$ cat src/rtl/swotp_pkg.sv
// Package of constants and carrier types for the single-wire OTP selector reader
package swotp_pkg;
   localparam int SWOTP_MEM_BYTES = 192;
   localparam int SWOTP_PAGE_BYTES = 32;
   localparam logic [7:0] SWOTP_LAST_ADDR = 8'hBF;
   localparam logic [4:0] SWOTP_PAGE_LAST = 5'h1F;
   localparam logic [7:0] SWOTP_CMD_READ_ID = 8'h33;
   localparam logic [7:0] SWOTP_CMD_MATCH_ID = 8'h55;
   localparam logic [7:0] SWOTP_CMD_SEARCH_ID = 8'hF0;
   localparam logic [7:0] SWOTP_CMD_SKIP_ID = 8'hCC;
   localparam logic [7:0] SWOTP_CMD_READ_PAGE = 8'hC3;
   localparam logic [7:0] SWOTP_CMD_READ_FIELD = 8'hF0;
   localparam logic [7:0] SWOTP_CMD_WRITE_DATA = 8'h0F;
   localparam logic [7:0] SWOTP_CMD_READ_STAT = 8'hAA;
   localparam logic [7:0] SWOTP_CMD_WRITE_STAT = 8'h55;
   localparam logic [7:0] SWOTP_CRC_POLY_REV = 8'h8C;
   localparam logic [7:0] SWOTP_CRC_INIT = 8'h00;
   localparam logic [7:0] SWOTP_ERASED_BYTE = 8'hFF;
   localparam logic [5:0] SWOTP_ID_LAST_BIT = 6'h3F;
   localparam logic [2:0] SWOTP_BYTE_LAST_BIT = 3'h7;
   localparam int SWOTP_FIFO_DEPTH = 4;
   localparam int SWOTP_FIFO_WIDTH = 8;

   // One time slot as seen by the slot decoder: write bit from host or read request
   typedef struct packed {
      logic is_read;
      logic wbit;
   } swotp_slot_t;

   // Family code, serial and check byte, family code in the low byte
   typedef struct packed {
      logic [7:0] crc;
      logic [47:0] serial;
      logic [7:0] family;
   } swotp_ident_t;

   typedef enum logic [3:0] {
      SWOTP_IDLE, SWOTP_ID_CMD, SWOTP_ID_READ, SWOTP_ID_MATCH, SWOTP_ID_SEARCH,
      SWOTP_FN_CMD, SWOTP_ADDR_LO, SWOTP_ADDR_HI, SWOTP_HDR_CRC, SWOTP_DATA,
      SWOTP_PAGE_CRC, SWOTP_ONES, SWOTP_DEAD
   } swotp_state_t;
endpackage

$ cat src/rtl/swotp_fifo.sv
// Small valid/ready FIFO carrying bytes toward the line serialiser
`timescale 1ns/1ps
`default_nettype none
module swotp_fifo #(
   parameter int WIDTH = 8,
   parameter int DEPTH = 4
) (
   input wire logic clk_sys,
   input wire logic nrst,
   input wire logic ce,
   input wire logic flush,
   input wire logic in_valid,
   output logic in_ready,
   input wire logic [WIDTH-1:0] in_data,
   output logic out_valid,
   input wire logic out_ready,
   output logic [WIDTH-1:0] out_data
);
   localparam int AW = $clog2(DEPTH);
   logic [WIDTH-1:0] mem_r [DEPTH];
   logic [AW-1:0] wp_r;
   logic [AW-1:0] rp_r;
   logic [AW:0] cnt_r;
   logic push;
   logic pop;

   assign in_ready = (cnt_r != (AW+1)'(DEPTH));
   assign out_valid = (cnt_r != '0);
   assign out_data = mem_r[rp_r];
   assign push = in_valid && in_ready;
   assign pop = out_valid && out_ready;

   always_ff @(posedge clk_sys) begin
      if (ce && push) begin
         mem_r[wp_r] <= in_data;
      end
   end

   always_ff @(posedge clk_sys or negedge nrst) begin
      if (!nrst) begin
         wp_r <= '0;
         rp_r <= '0;
         cnt_r <= '0;
      end else if (ce) begin
         if (flush) begin
            wp_r <= '0;
            rp_r <= '0;
            cnt_r <= '0;
         end else begin
            if (push) begin
               wp_r <= (wp_r == AW'(DEPTH-1)) ? '0 : wp_r + 1'b1;
            end
            if (pop) begin
               rp_r <= (rp_r == AW'(DEPTH-1)) ? '0 : rp_r + 1'b1;
            end
            cnt_r <= cnt_r + (AW+1)'(push) - (AW+1)'(pop);
         end
      end
   end
endmodule
`default_nettype wire

$ cat src/rtl/swotp_reader.sv
// Slave-side command logic of the single-wire OTP selector reader
`timescale 1ns/1ps
`default_nettype none
module swotp_reader
   import swotp_pkg::*;
#(
   parameter logic [7:0] FAMILY_CODE = 8'hA5, // Arbitrary value
   parameter logic [47:0] SERIAL_NUM = 48'h0123_4567_89AB // Arbitrary value
) (
   input wire logic clk_sys,
   input wire logic nrst,
   input wire logic ce,
   input wire logic line_reset,
   input wire logic slot_valid,
   input wire swotp_slot_t slot,
   output logic presence_req,
   output logic line_o,
   output logic line_oe,
   output logic slot_done,
   output logic selected,
   output logic [7:0] mem_rd_addr,
   input wire logic [7:0] mem_rd_data,
   output logic [7:0] last_cmd
);
   // ======================================================================
   // Helpers
   function automatic logic [7:0] crc_bit(input logic [7:0] c, input logic b);
      logic fb;
      fb = c[0] ^ b;
      crc_bit = (c >> 1) ^ (fb ? SWOTP_CRC_POLY_REV : 8'h00);
   endfunction

   function automatic logic [7:0] crc_byte(input logic [7:0] c, input logic [7:0] d);
      logic [7:0] r;
      r = c;
      for (int i = 0; i < 8; i++) begin
         r = crc_bit(r, d[i]);
      end
      crc_byte = r;
   endfunction

   function automatic logic is_page_end(input logic [7:0] a);
      is_page_end = (a[4:0] == SWOTP_PAGE_LAST);
   endfunction

   // ======================================================================
   // Identity
   logic [63:0] ident;
   assign ident[7:0] = FAMILY_CODE;
   assign ident[55:8] = SERIAL_NUM;
   assign ident[63:56] = crc_id(FAMILY_CODE, SERIAL_NUM);

   function automatic logic [7:0] crc_id(input logic [7:0] f, input logic [47:0] s);
      logic [7:0] r;
      r = crc_byte(SWOTP_CRC_INIT, f);
      for (int i = 0; i < 6; i++) begin
         r = crc_byte(r, s[i*8 +: 8]);
      end
      crc_id = r;
   endfunction

   // ======================================================================
   // State
   swotp_state_t st_r;
   logic [7:0] sh_r;
   logic [2:0] bcnt_r;
   logic [5:0] idx_r;
   logic [1:0] sphase_r;
   logic [7:0] crc_r;
   logic [7:0] addr_r;
   logic match_ok_r;
   logic fill_pend_r;
   logic tx_busy_r;
   logic [7:0] tx_r;

   // Read path FIFO: memory bytes wait here until the serialiser takes them
   logic fifo_in_valid;
   logic fifo_in_ready;
   logic fifo_out_valid;
   logic fifo_out_ready;
   logic [7:0] fifo_out_data;
   logic fifo_flush;

   logic wslot;
   logic rslot;
   logic [7:0] sh_in;
   assign wslot = slot_valid && !slot.is_read;
   assign rslot = slot_valid && slot.is_read;
   assign sh_in = {slot.wbit, sh_r[7:1]};
   assign fifo_flush = line_reset;
   assign fifo_in_valid = fill_pend_r && (st_r == SWOTP_DATA);
   assign fifo_out_ready = (st_r == SWOTP_DATA) && !tx_busy_r;

   swotp_fifo #(
      .WIDTH(SWOTP_FIFO_WIDTH),
      .DEPTH(SWOTP_FIFO_DEPTH)
   ) u_fifo (
      .clk_sys(clk_sys),
      .nrst(nrst),
      .ce(ce),
      .flush(fifo_flush),
      .in_valid(fifo_in_valid),
      .in_ready(fifo_in_ready),
      .in_data(mem_rd_data),
      .out_valid(fifo_out_valid),
      .out_ready(fifo_out_ready),
      .out_data(fifo_out_data)
   );

   // ======================================================================
   // Read address feeding the FIFO, one fetch per accepted byte
   logic [7:0] fetch_r;
   always_ff @(posedge clk_sys or negedge nrst) begin
      if (!nrst) begin
         fetch_r <= 8'h00;
         fill_pend_r <= 1'b0;
      end else if (ce) begin
         if (line_reset || st_r != SWOTP_DATA) begin
            fetch_r <= addr_r;
            fill_pend_r <= (st_r == SWOTP_HDR_CRC || st_r == SWOTP_PAGE_CRC) && !line_reset;
         end else if (fill_pend_r && fifo_in_ready) begin
            // Stop prefetching at the page end; the check byte follows
            fill_pend_r <= !is_page_end(fetch_r);
            fetch_r <= fetch_r + 8'h01;
         end
      end
   end
   always_ff @(posedge clk_sys or negedge nrst) begin
      if (!nrst) begin
         mem_rd_addr <= 8'h00;
      end else if (ce) begin
         // Always the address of the byte pushed in the coming cycle
         if (line_reset || st_r != SWOTP_DATA) begin
            mem_rd_addr <= addr_r;
         end else if (fill_pend_r && fifo_in_ready) begin
            mem_rd_addr <= fetch_r + 8'h01;
         end else begin
            mem_rd_addr <= fetch_r;
         end
      end
   end

   // ======================================================================
   // Command sequencer
   logic drive_zero;
   always_ff @(posedge clk_sys or negedge nrst) begin
      if (!nrst) begin
         st_r <= SWOTP_IDLE;
         sh_r <= 8'h00;
         bcnt_r <= 3'h0;
         idx_r <= 6'h00;
         sphase_r <= 2'h0;
         crc_r <= SWOTP_CRC_INIT;
         addr_r <= 8'h00;
         match_ok_r <= 1'b0;
         selected <= 1'b0;
         last_cmd <= 8'h00;
         tx_busy_r <= 1'b0;
         tx_r <= 8'h00;
         drive_zero <= 1'b0;
         slot_done <= 1'b0;
         presence_req <= 1'b0;
      end else if (ce) begin
         slot_done <= slot_valid;
         presence_req <= line_reset;
         if (line_reset) begin
            // Every transaction starts here and clears selection
            st_r <= SWOTP_ID_CMD;
            selected <= 1'b0;
            bcnt_r <= 3'h0;
            idx_r <= 6'h00;
            sphase_r <= 2'h0;
            crc_r <= SWOTP_CRC_INIT;
            tx_busy_r <= 1'b0;
            drive_zero <= 1'b0;
         end else begin
            case (st_r)
               SWOTP_ID_CMD: begin
                  if (wslot) begin
                     sh_r <= sh_in;
                     bcnt_r <= bcnt_r + 3'h1;
                     if (bcnt_r == SWOTP_BYTE_LAST_BIT) begin
                        idx_r <= 6'h00;
                        sphase_r <= 2'h0;
                        match_ok_r <= 1'b1;
                        case (sh_in)
                           SWOTP_CMD_READ_ID: st_r <= SWOTP_ID_READ;
                           SWOTP_CMD_MATCH_ID: st_r <= SWOTP_ID_MATCH;
                           SWOTP_CMD_SEARCH_ID: st_r <= SWOTP_ID_SEARCH;
                           SWOTP_CMD_SKIP_ID: begin
                              selected <= 1'b1;
                              st_r <= SWOTP_FN_CMD;
                           end
                           default: st_r <= SWOTP_DEAD;
                        endcase
                     end
                  end
               end
               SWOTP_ID_READ: begin
                  if (rslot) begin
                     idx_r <= idx_r + 6'h01;
                     if (idx_r == SWOTP_ID_LAST_BIT) begin
                        selected <= 1'b1;
                        st_r <= SWOTP_FN_CMD;
                     end
                  end
               end
               SWOTP_ID_MATCH: begin
                  if (wslot) begin
                     idx_r <= idx_r + 6'h01;
                     if (idx_r == SWOTP_ID_LAST_BIT) begin
                        // All 64 bits must agree to become selected
                        if (match_ok_r && slot.wbit == ident[idx_r]) begin
                           selected <= 1'b1;
                           st_r <= SWOTP_FN_CMD;
                        end else begin
                           st_r <= SWOTP_DEAD;
                        end
                     end else if (slot.wbit != ident[idx_r]) begin
                        match_ok_r <= 1'b0;
                     end
                  end
               end
               SWOTP_ID_SEARCH: begin
                  if (slot_valid) begin
                     if (sphase_r == 2'h2) begin
                        sphase_r <= 2'h0;
                        if (slot.wbit != ident[idx_r]) begin
                           st_r <= SWOTP_DEAD;
                        end else if (idx_r == SWOTP_ID_LAST_BIT) begin
                           selected <= 1'b1;
                           st_r <= SWOTP_FN_CMD;
                        end else begin
                           idx_r <= idx_r + 6'h01;
                        end
                     end else begin
                        sphase_r <= sphase_r + 2'h1;
                     end
                  end
               end
               SWOTP_FN_CMD: begin
                  if (wslot) begin
                     sh_r <= sh_in;
                     bcnt_r <= bcnt_r + 3'h1;
                     if (bcnt_r == SWOTP_BYTE_LAST_BIT) begin
                        last_cmd <= sh_in;
                        crc_r <= crc_byte(SWOTP_CRC_INIT, sh_in);
                        if (!selected) begin
                           st_r <= SWOTP_DEAD;
                        end else if (sh_in == SWOTP_CMD_READ_PAGE) begin
                           st_r <= SWOTP_ADDR_LO;
                        end else begin
                           st_r <= SWOTP_DEAD;
                        end
                     end
                  end
               end
               SWOTP_ADDR_LO, SWOTP_ADDR_HI: begin
                  if (wslot) begin
                     sh_r <= sh_in;
                     bcnt_r <= bcnt_r + 3'h1;
                     if (bcnt_r == SWOTP_BYTE_LAST_BIT) begin
                        crc_r <= crc_byte(crc_r, sh_in);
                        if (st_r == SWOTP_ADDR_LO) begin
                           addr_r <= sh_in;
                           st_r <= SWOTP_ADDR_HI;
                        end else begin
                           if (sh_in != 8'h00 || addr_r > SWOTP_LAST_ADDR) begin
                              addr_r <= SWOTP_ERASED_BYTE;
                           end
                           st_r <= SWOTP_HDR_CRC;
                           tx_r <= crc_byte(crc_r, sh_in);
                        end
                     end
                  end
               end
               SWOTP_HDR_CRC, SWOTP_PAGE_CRC: begin
                  if (rslot) begin
                     tx_r <= {1'b1, tx_r[7:1]};
                     bcnt_r <= bcnt_r + 3'h1;
                     if (bcnt_r == SWOTP_BYTE_LAST_BIT) begin
                        crc_r <= SWOTP_CRC_INIT;
                        // Address already points at the next byte to stream
                        st_r <= (addr_r > SWOTP_LAST_ADDR) ? SWOTP_ONES : SWOTP_DATA;
                     end
                  end
               end
               SWOTP_DATA: begin
                  if (!tx_busy_r && fifo_out_valid) begin
                     tx_r <= fifo_out_data;
                     tx_busy_r <= 1'b1;
                     bcnt_r <= 3'h0;
                  end else if (tx_busy_r && rslot) begin
                     tx_r <= {1'b1, tx_r[7:1]};
                     crc_r <= crc_bit(crc_r, tx_r[0]);
                     bcnt_r <= bcnt_r + 3'h1;
                     if (bcnt_r == SWOTP_BYTE_LAST_BIT) begin
                        tx_busy_r <= 1'b0;
                        addr_r <= addr_r + 8'h01;
                        if (is_page_end(addr_r)) begin
                           st_r <= SWOTP_PAGE_CRC;
                           tx_r <= crc_bit(crc_r, tx_r[0]);
                        end
                     end
                  end
               end
               default: begin
               end
            endcase
            // Line pull for the next read slot, computed one cycle ahead
            case (st_r)
               SWOTP_ID_READ: drive_zero <= !ident[idx_r];
               SWOTP_ID_SEARCH: drive_zero <= (sphase_r == 2'h0) ? !ident[idx_r] :
                                              (sphase_r == 2'h1) ? ident[idx_r] : 1'b0;
               SWOTP_HDR_CRC, SWOTP_PAGE_CRC: drive_zero <= !tx_r[0];
               // Head of the FIFO sets up the pull before it is loaded
               SWOTP_DATA: drive_zero <= tx_busy_r ? !tx_r[0] :
                                         (fifo_out_valid && !fifo_out_data[0]);
               default: drive_zero <= 1'b0;
            endcase
         end
      end
   end

   // ======================================================================
   // Open-drain pin: only ever pulls low
   always_ff @(posedge clk_sys or negedge nrst) begin
      if (!nrst) begin
         line_o <= 1'b0;
         line_oe <= 1'b0;
      end else if (ce) begin
         line_o <= 1'b0;
         line_oe <= drive_zero && !line_reset;
      end
   end
endmodule
`default_nettype wire

$ cat config.mk
export PLATFORM = sky130hd
export DESIGN_NAME = swotp_reader
export DESIGN_NICKNAME = d
export VERILOG_FILES = /design/src/rtl/swotp_pkg.sv /design/src/rtl/swotp_fifo.sv /design/src/rtl/swotp_reader.sv
export SDC_FILE = /design/constraint.sdc
export NUM_CORES = 1
export LEC_CHECK = 0
export BUFFER_PORTS_ARGS = -buffer_cell sky130_fd_sc_hd__buf_2
export CORE_ASPECT_RATIO = 1.75
export CORE_MARGIN = 2
export CORE_UTILIZATION = 45
export CTS_BUF_LIST = sky130_fd_sc_hd__clkbuf_2 sky130_fd_sc_hd__clkbuf_4 sky130_fd_sc_hd__clkbuf_8
export DETAILED_ROUTE_END_ITERATION = 7
export SYNTH_ARGS = -nofsm -noshare
export SYNTH_HDL_FRONTEND = slang
export SYNTH_HIERARCHICAL = 1
export SYNTH_SLANG_ARGS = --single-unit
$ cat constraint.sdc
create_clock -name clk_sys -period 5.5 [get_ports clk_sys]
set_input_delay 0.55 -clock clk_sys [delete_from_list [all_inputs] [get_ports clk_sys]]
set_output_delay 0.55 -clock clk_sys [all_outputs]
set_load 0.01 [all_outputs]
==> flow_summary.yaml <==
yosys:
  ys_types: 83
  synthTopCellsByCount: "dfrtp_1, nand2_1, o21ai_0"
  synth_most_common_cell: "dfrtp_1"
  ys_ff_latch: 109
  yosysSeqAreaShare: 0.4162
  synth.avg_cell_area_um2: 9.636
  netlist_area_um2: 6938
  syn_inst: 720
  yosys-top-cells-area: "dfrtp_1, edfxtp_1, o21ai_0, ha_1, nand2_1"
  ys_async_sr_fraction: 0.7064
  yosysTopAreaCell: "dfrtp_1"
  synth-main-ff-cell: "dfrtp_1"
  ys_warn_count: 6
  synth_nets: 759
  synth_edf_count: 32
  synth_top_area_frac: 0.2777
sta:
  rsz0062_at_grt: "false"
  max_slew_margin: 0.2690
  finalSetupViolations: 0
  finClkSkew_ns: 0.02153
  period_minus_slack_ns: 3.303
  min_period_over_period: 0.6006
  worstMarginPinSlew_ns: 1.085
  fmax_mhz: 302.7
  fin_tns_setup_ns: 0
  hold_viol: 0
  drv_slew: 0
grt:
  grt_max_degree: 78
  antenna_found_initial: 0
  grt_usage: 0.2295
  grt_pass1_vias: 5620
  grt_pass1_wl_mm: 30.42
  grt.overflow.total: 0
setup_path:
  cp_cell_sequence: "inv_1 -> nor2_1 -> and3_1 -> and2_4 -> inv_1 -> ha_1 -> inv_1 -> ha_1 -> inv_1 -> fa_1 -> xor2_1 -> mux2i_1 -> o22ai_1"
  critPathLaunchType: "flop"
  r2r_slack_ns: 2.20
  arrival_ns: 3.57
  cp_slowest_stage_delay_ns: 0.83
  end_kind: "flop"
  cpMaxStageDelayCell: "dfrtp_1"
  cp_common_cell: "inv_1"
  crit_type: "flop to flop"
  r2r_cells: 13
  critPathMaxFanout: 25
  required_ns: 5.76
placement:
  io_buffers: 34
  globalplace.congestion: 0.9432
  dp_hpwl_mm: 13.34
power:
  peakVddDrop_mv: 0.2131
  p_leak_nw: 3.109
  power.density_nw_per_um2: 497.9
run_status:
  status: "completed"
routing:
  postRouteAntennaNets: 0
  drtIter0Drc: 507
  drc_errors: 0
  routed_wl_mm: 18.27
  drtPass1Iterations: 5
  wire_per_inst_um: 19.93
  via_per_inst: 6.172
  num_vias: 5660
floorplan:
  core_um2: 15240
  io_pins: 36
  rows: 60
  dieArea_um2: 16470
  die_x_um: 97.86
  die_height_um: 168.3
  start_util: 0.4553
finish:
  syn2layout_area_growth_pct: 6.907
  insertedDiodeCount: 0
  seq_area_um2: 2888
  final_util: 0.4867
  drive_gt1_frac: 0.1313
  multi_input_comb_area_um2: 3779
  nNetsFinal: 765
  nFillCells: 1477
cts:
  hold_buffers: 0
  cts-root-buf: "clkbuf_8"
  ctsResizeCount: 0
  cts_max_path_buffers: 2
  cts_made_buffers: 9
  clk_pin_slew_worst_paths_ns: 0.13
  post_cts_buffers: 0
  cts_tree: "built"
  htreeDepth: 3
  clock_sinks: 109
  clkLatencyLatePin_ns: 0.40
min_path:
  hold_path.class: "input pin to asynchronous set/reset pin"
job:
  cap_violations: 0
==> final timing paths <==
| path | from | to |
|---|---|---|
| setup / recovery | st_r[0] | u_fifo/cnt_r[2] |
| setup reg to reg | st_r[0] | u_fifo/cnt_r[2] |
| hold / removal | nrst | st_r[2] |
| hold reg to reg | last_cmd[1] | last_cmd[1] |
| max in group asynchronous | nrst | u_fifo/rp_r[1] |
| min in group clk_sys | mem_rd_data[7] | u_fifo/mem_r[0][7] |
==> per-layer routing <==
layer | global-route usage | wire, um | vias up
li1 | - | - | 2665
met1 | 0.2816 | 7379 | 2749
met2 | 0.3931 | 9336 | 190
met3 | 0.03072 | 655 | 56
met4 | 0.1147 | 901 | 0
met5 | 0 | 0 | -
==> placed cells by master (no fill, tap or decap), types with 10 or more instances in the layout <==
cell and count:
a21oi_1 31, a221oi_1 12, a31oi_1 14, and3_1 10, buf_2 33, dfrtp_1 77, edfxtp_1 32, ha_1 23
inv_1 23, mux2_2 14, mux2i_1 14, nand2_1 70, nand2b_1 15, nand3_1 18, nor2_1 61, nor2b_1 18
nor3_1 13, o21ai_0 64, o22ai_1 10, xnor2_1 20, xor2_1 13
==> report_power, final <==
group / switching [W] / leakage (nW) / internal (W) / total [W]
sequential: 0.000296 / 1.31 / 0.000965 / 0.00126
clock: 0.000344 / 0.111 / 0.000194 / 0.000537
combinational: 0.00109 / 1.69 / 0.000802 / 0.00189
==> cell type report <==
type	count	share of cell area
Timing Repair Buffer	39	0.02834
Clock buffer	9	0.01670
Tap cell	186	0.03138
Clock inverter	7	0.01316
Sequential cell	109	0.3893
Multi-Input combinational cell	544	0.5094
Inverter	23	0.01164
==> worst max-delay path: cells and delay by family (launching register included) <==
family          cells  cell delay, ns
mux                 1            0.20
compound gates      1            0.09
xor+xnor            1            0.18
simple gates        3            0.72
buf+inv             4            0.34
flops               1            0.83
fa+ha+maj           3            0.79
==> kinds of logic (layout without fill, tap and decap cells) <==
group / Yosys count / after routing / share of synthesized area
and+or+nand+nor: 249 / 249 / 0.1812
AOI/OAI and AO/OA: 194 / 194 / 0.1865
muxes: 39 / 39 / 0.07755
buffers and inverters: 67 / 78 / 0.03913
adders and majority gates: 24 / 24 / 0.04436
xor gates and xnor gates: 37 / 37 / 0.05446
other: 1 / 1 / 0.0005405
DFF: 109 / 109 / 0.4162
==> sequential cells by signal, summed over array words and instances, names as in the netlist, 2 cells and up <==
register / cells
sh_r: 7
tx_r: 8
last_cmd: 8
crc_r: 8
u_fifo/mem_r: 32
mem_rd_addr: 8
u_fifo/wp_r: 2
addr_r: 8
sphase_r: 2
st_r: 4
u_fifo/rp_r: 2
idx_r: 6
u_fifo/cnt_r: 3
bcnt_r: 3
==> stage by stage <==
step / hold WS, ns / std cells / power [W] / cell area [um2] / setup WS [ns]
2_1_floorplan: 0.2544 / 720 / 0.002631 / 6938 / 2.564
3_3_place_gp: 0.4651 / 901 / 0.003109 / 7196 / 2.353
3_5_place_dp: 0.4751 / 901 / 0.003135 / 7196 / 2.270
4_1_cts: 0.3411 / 917 / 0.003681 / 7417 / 2.250
5_1_grt: 0.3290 / 917 / 0.003951 / 7417 / 1.949
6_report: 0.3186 / 917 / 0.003693 / 7417 / 2.197
Note: power is estimated with default switching activity, not from simulation.
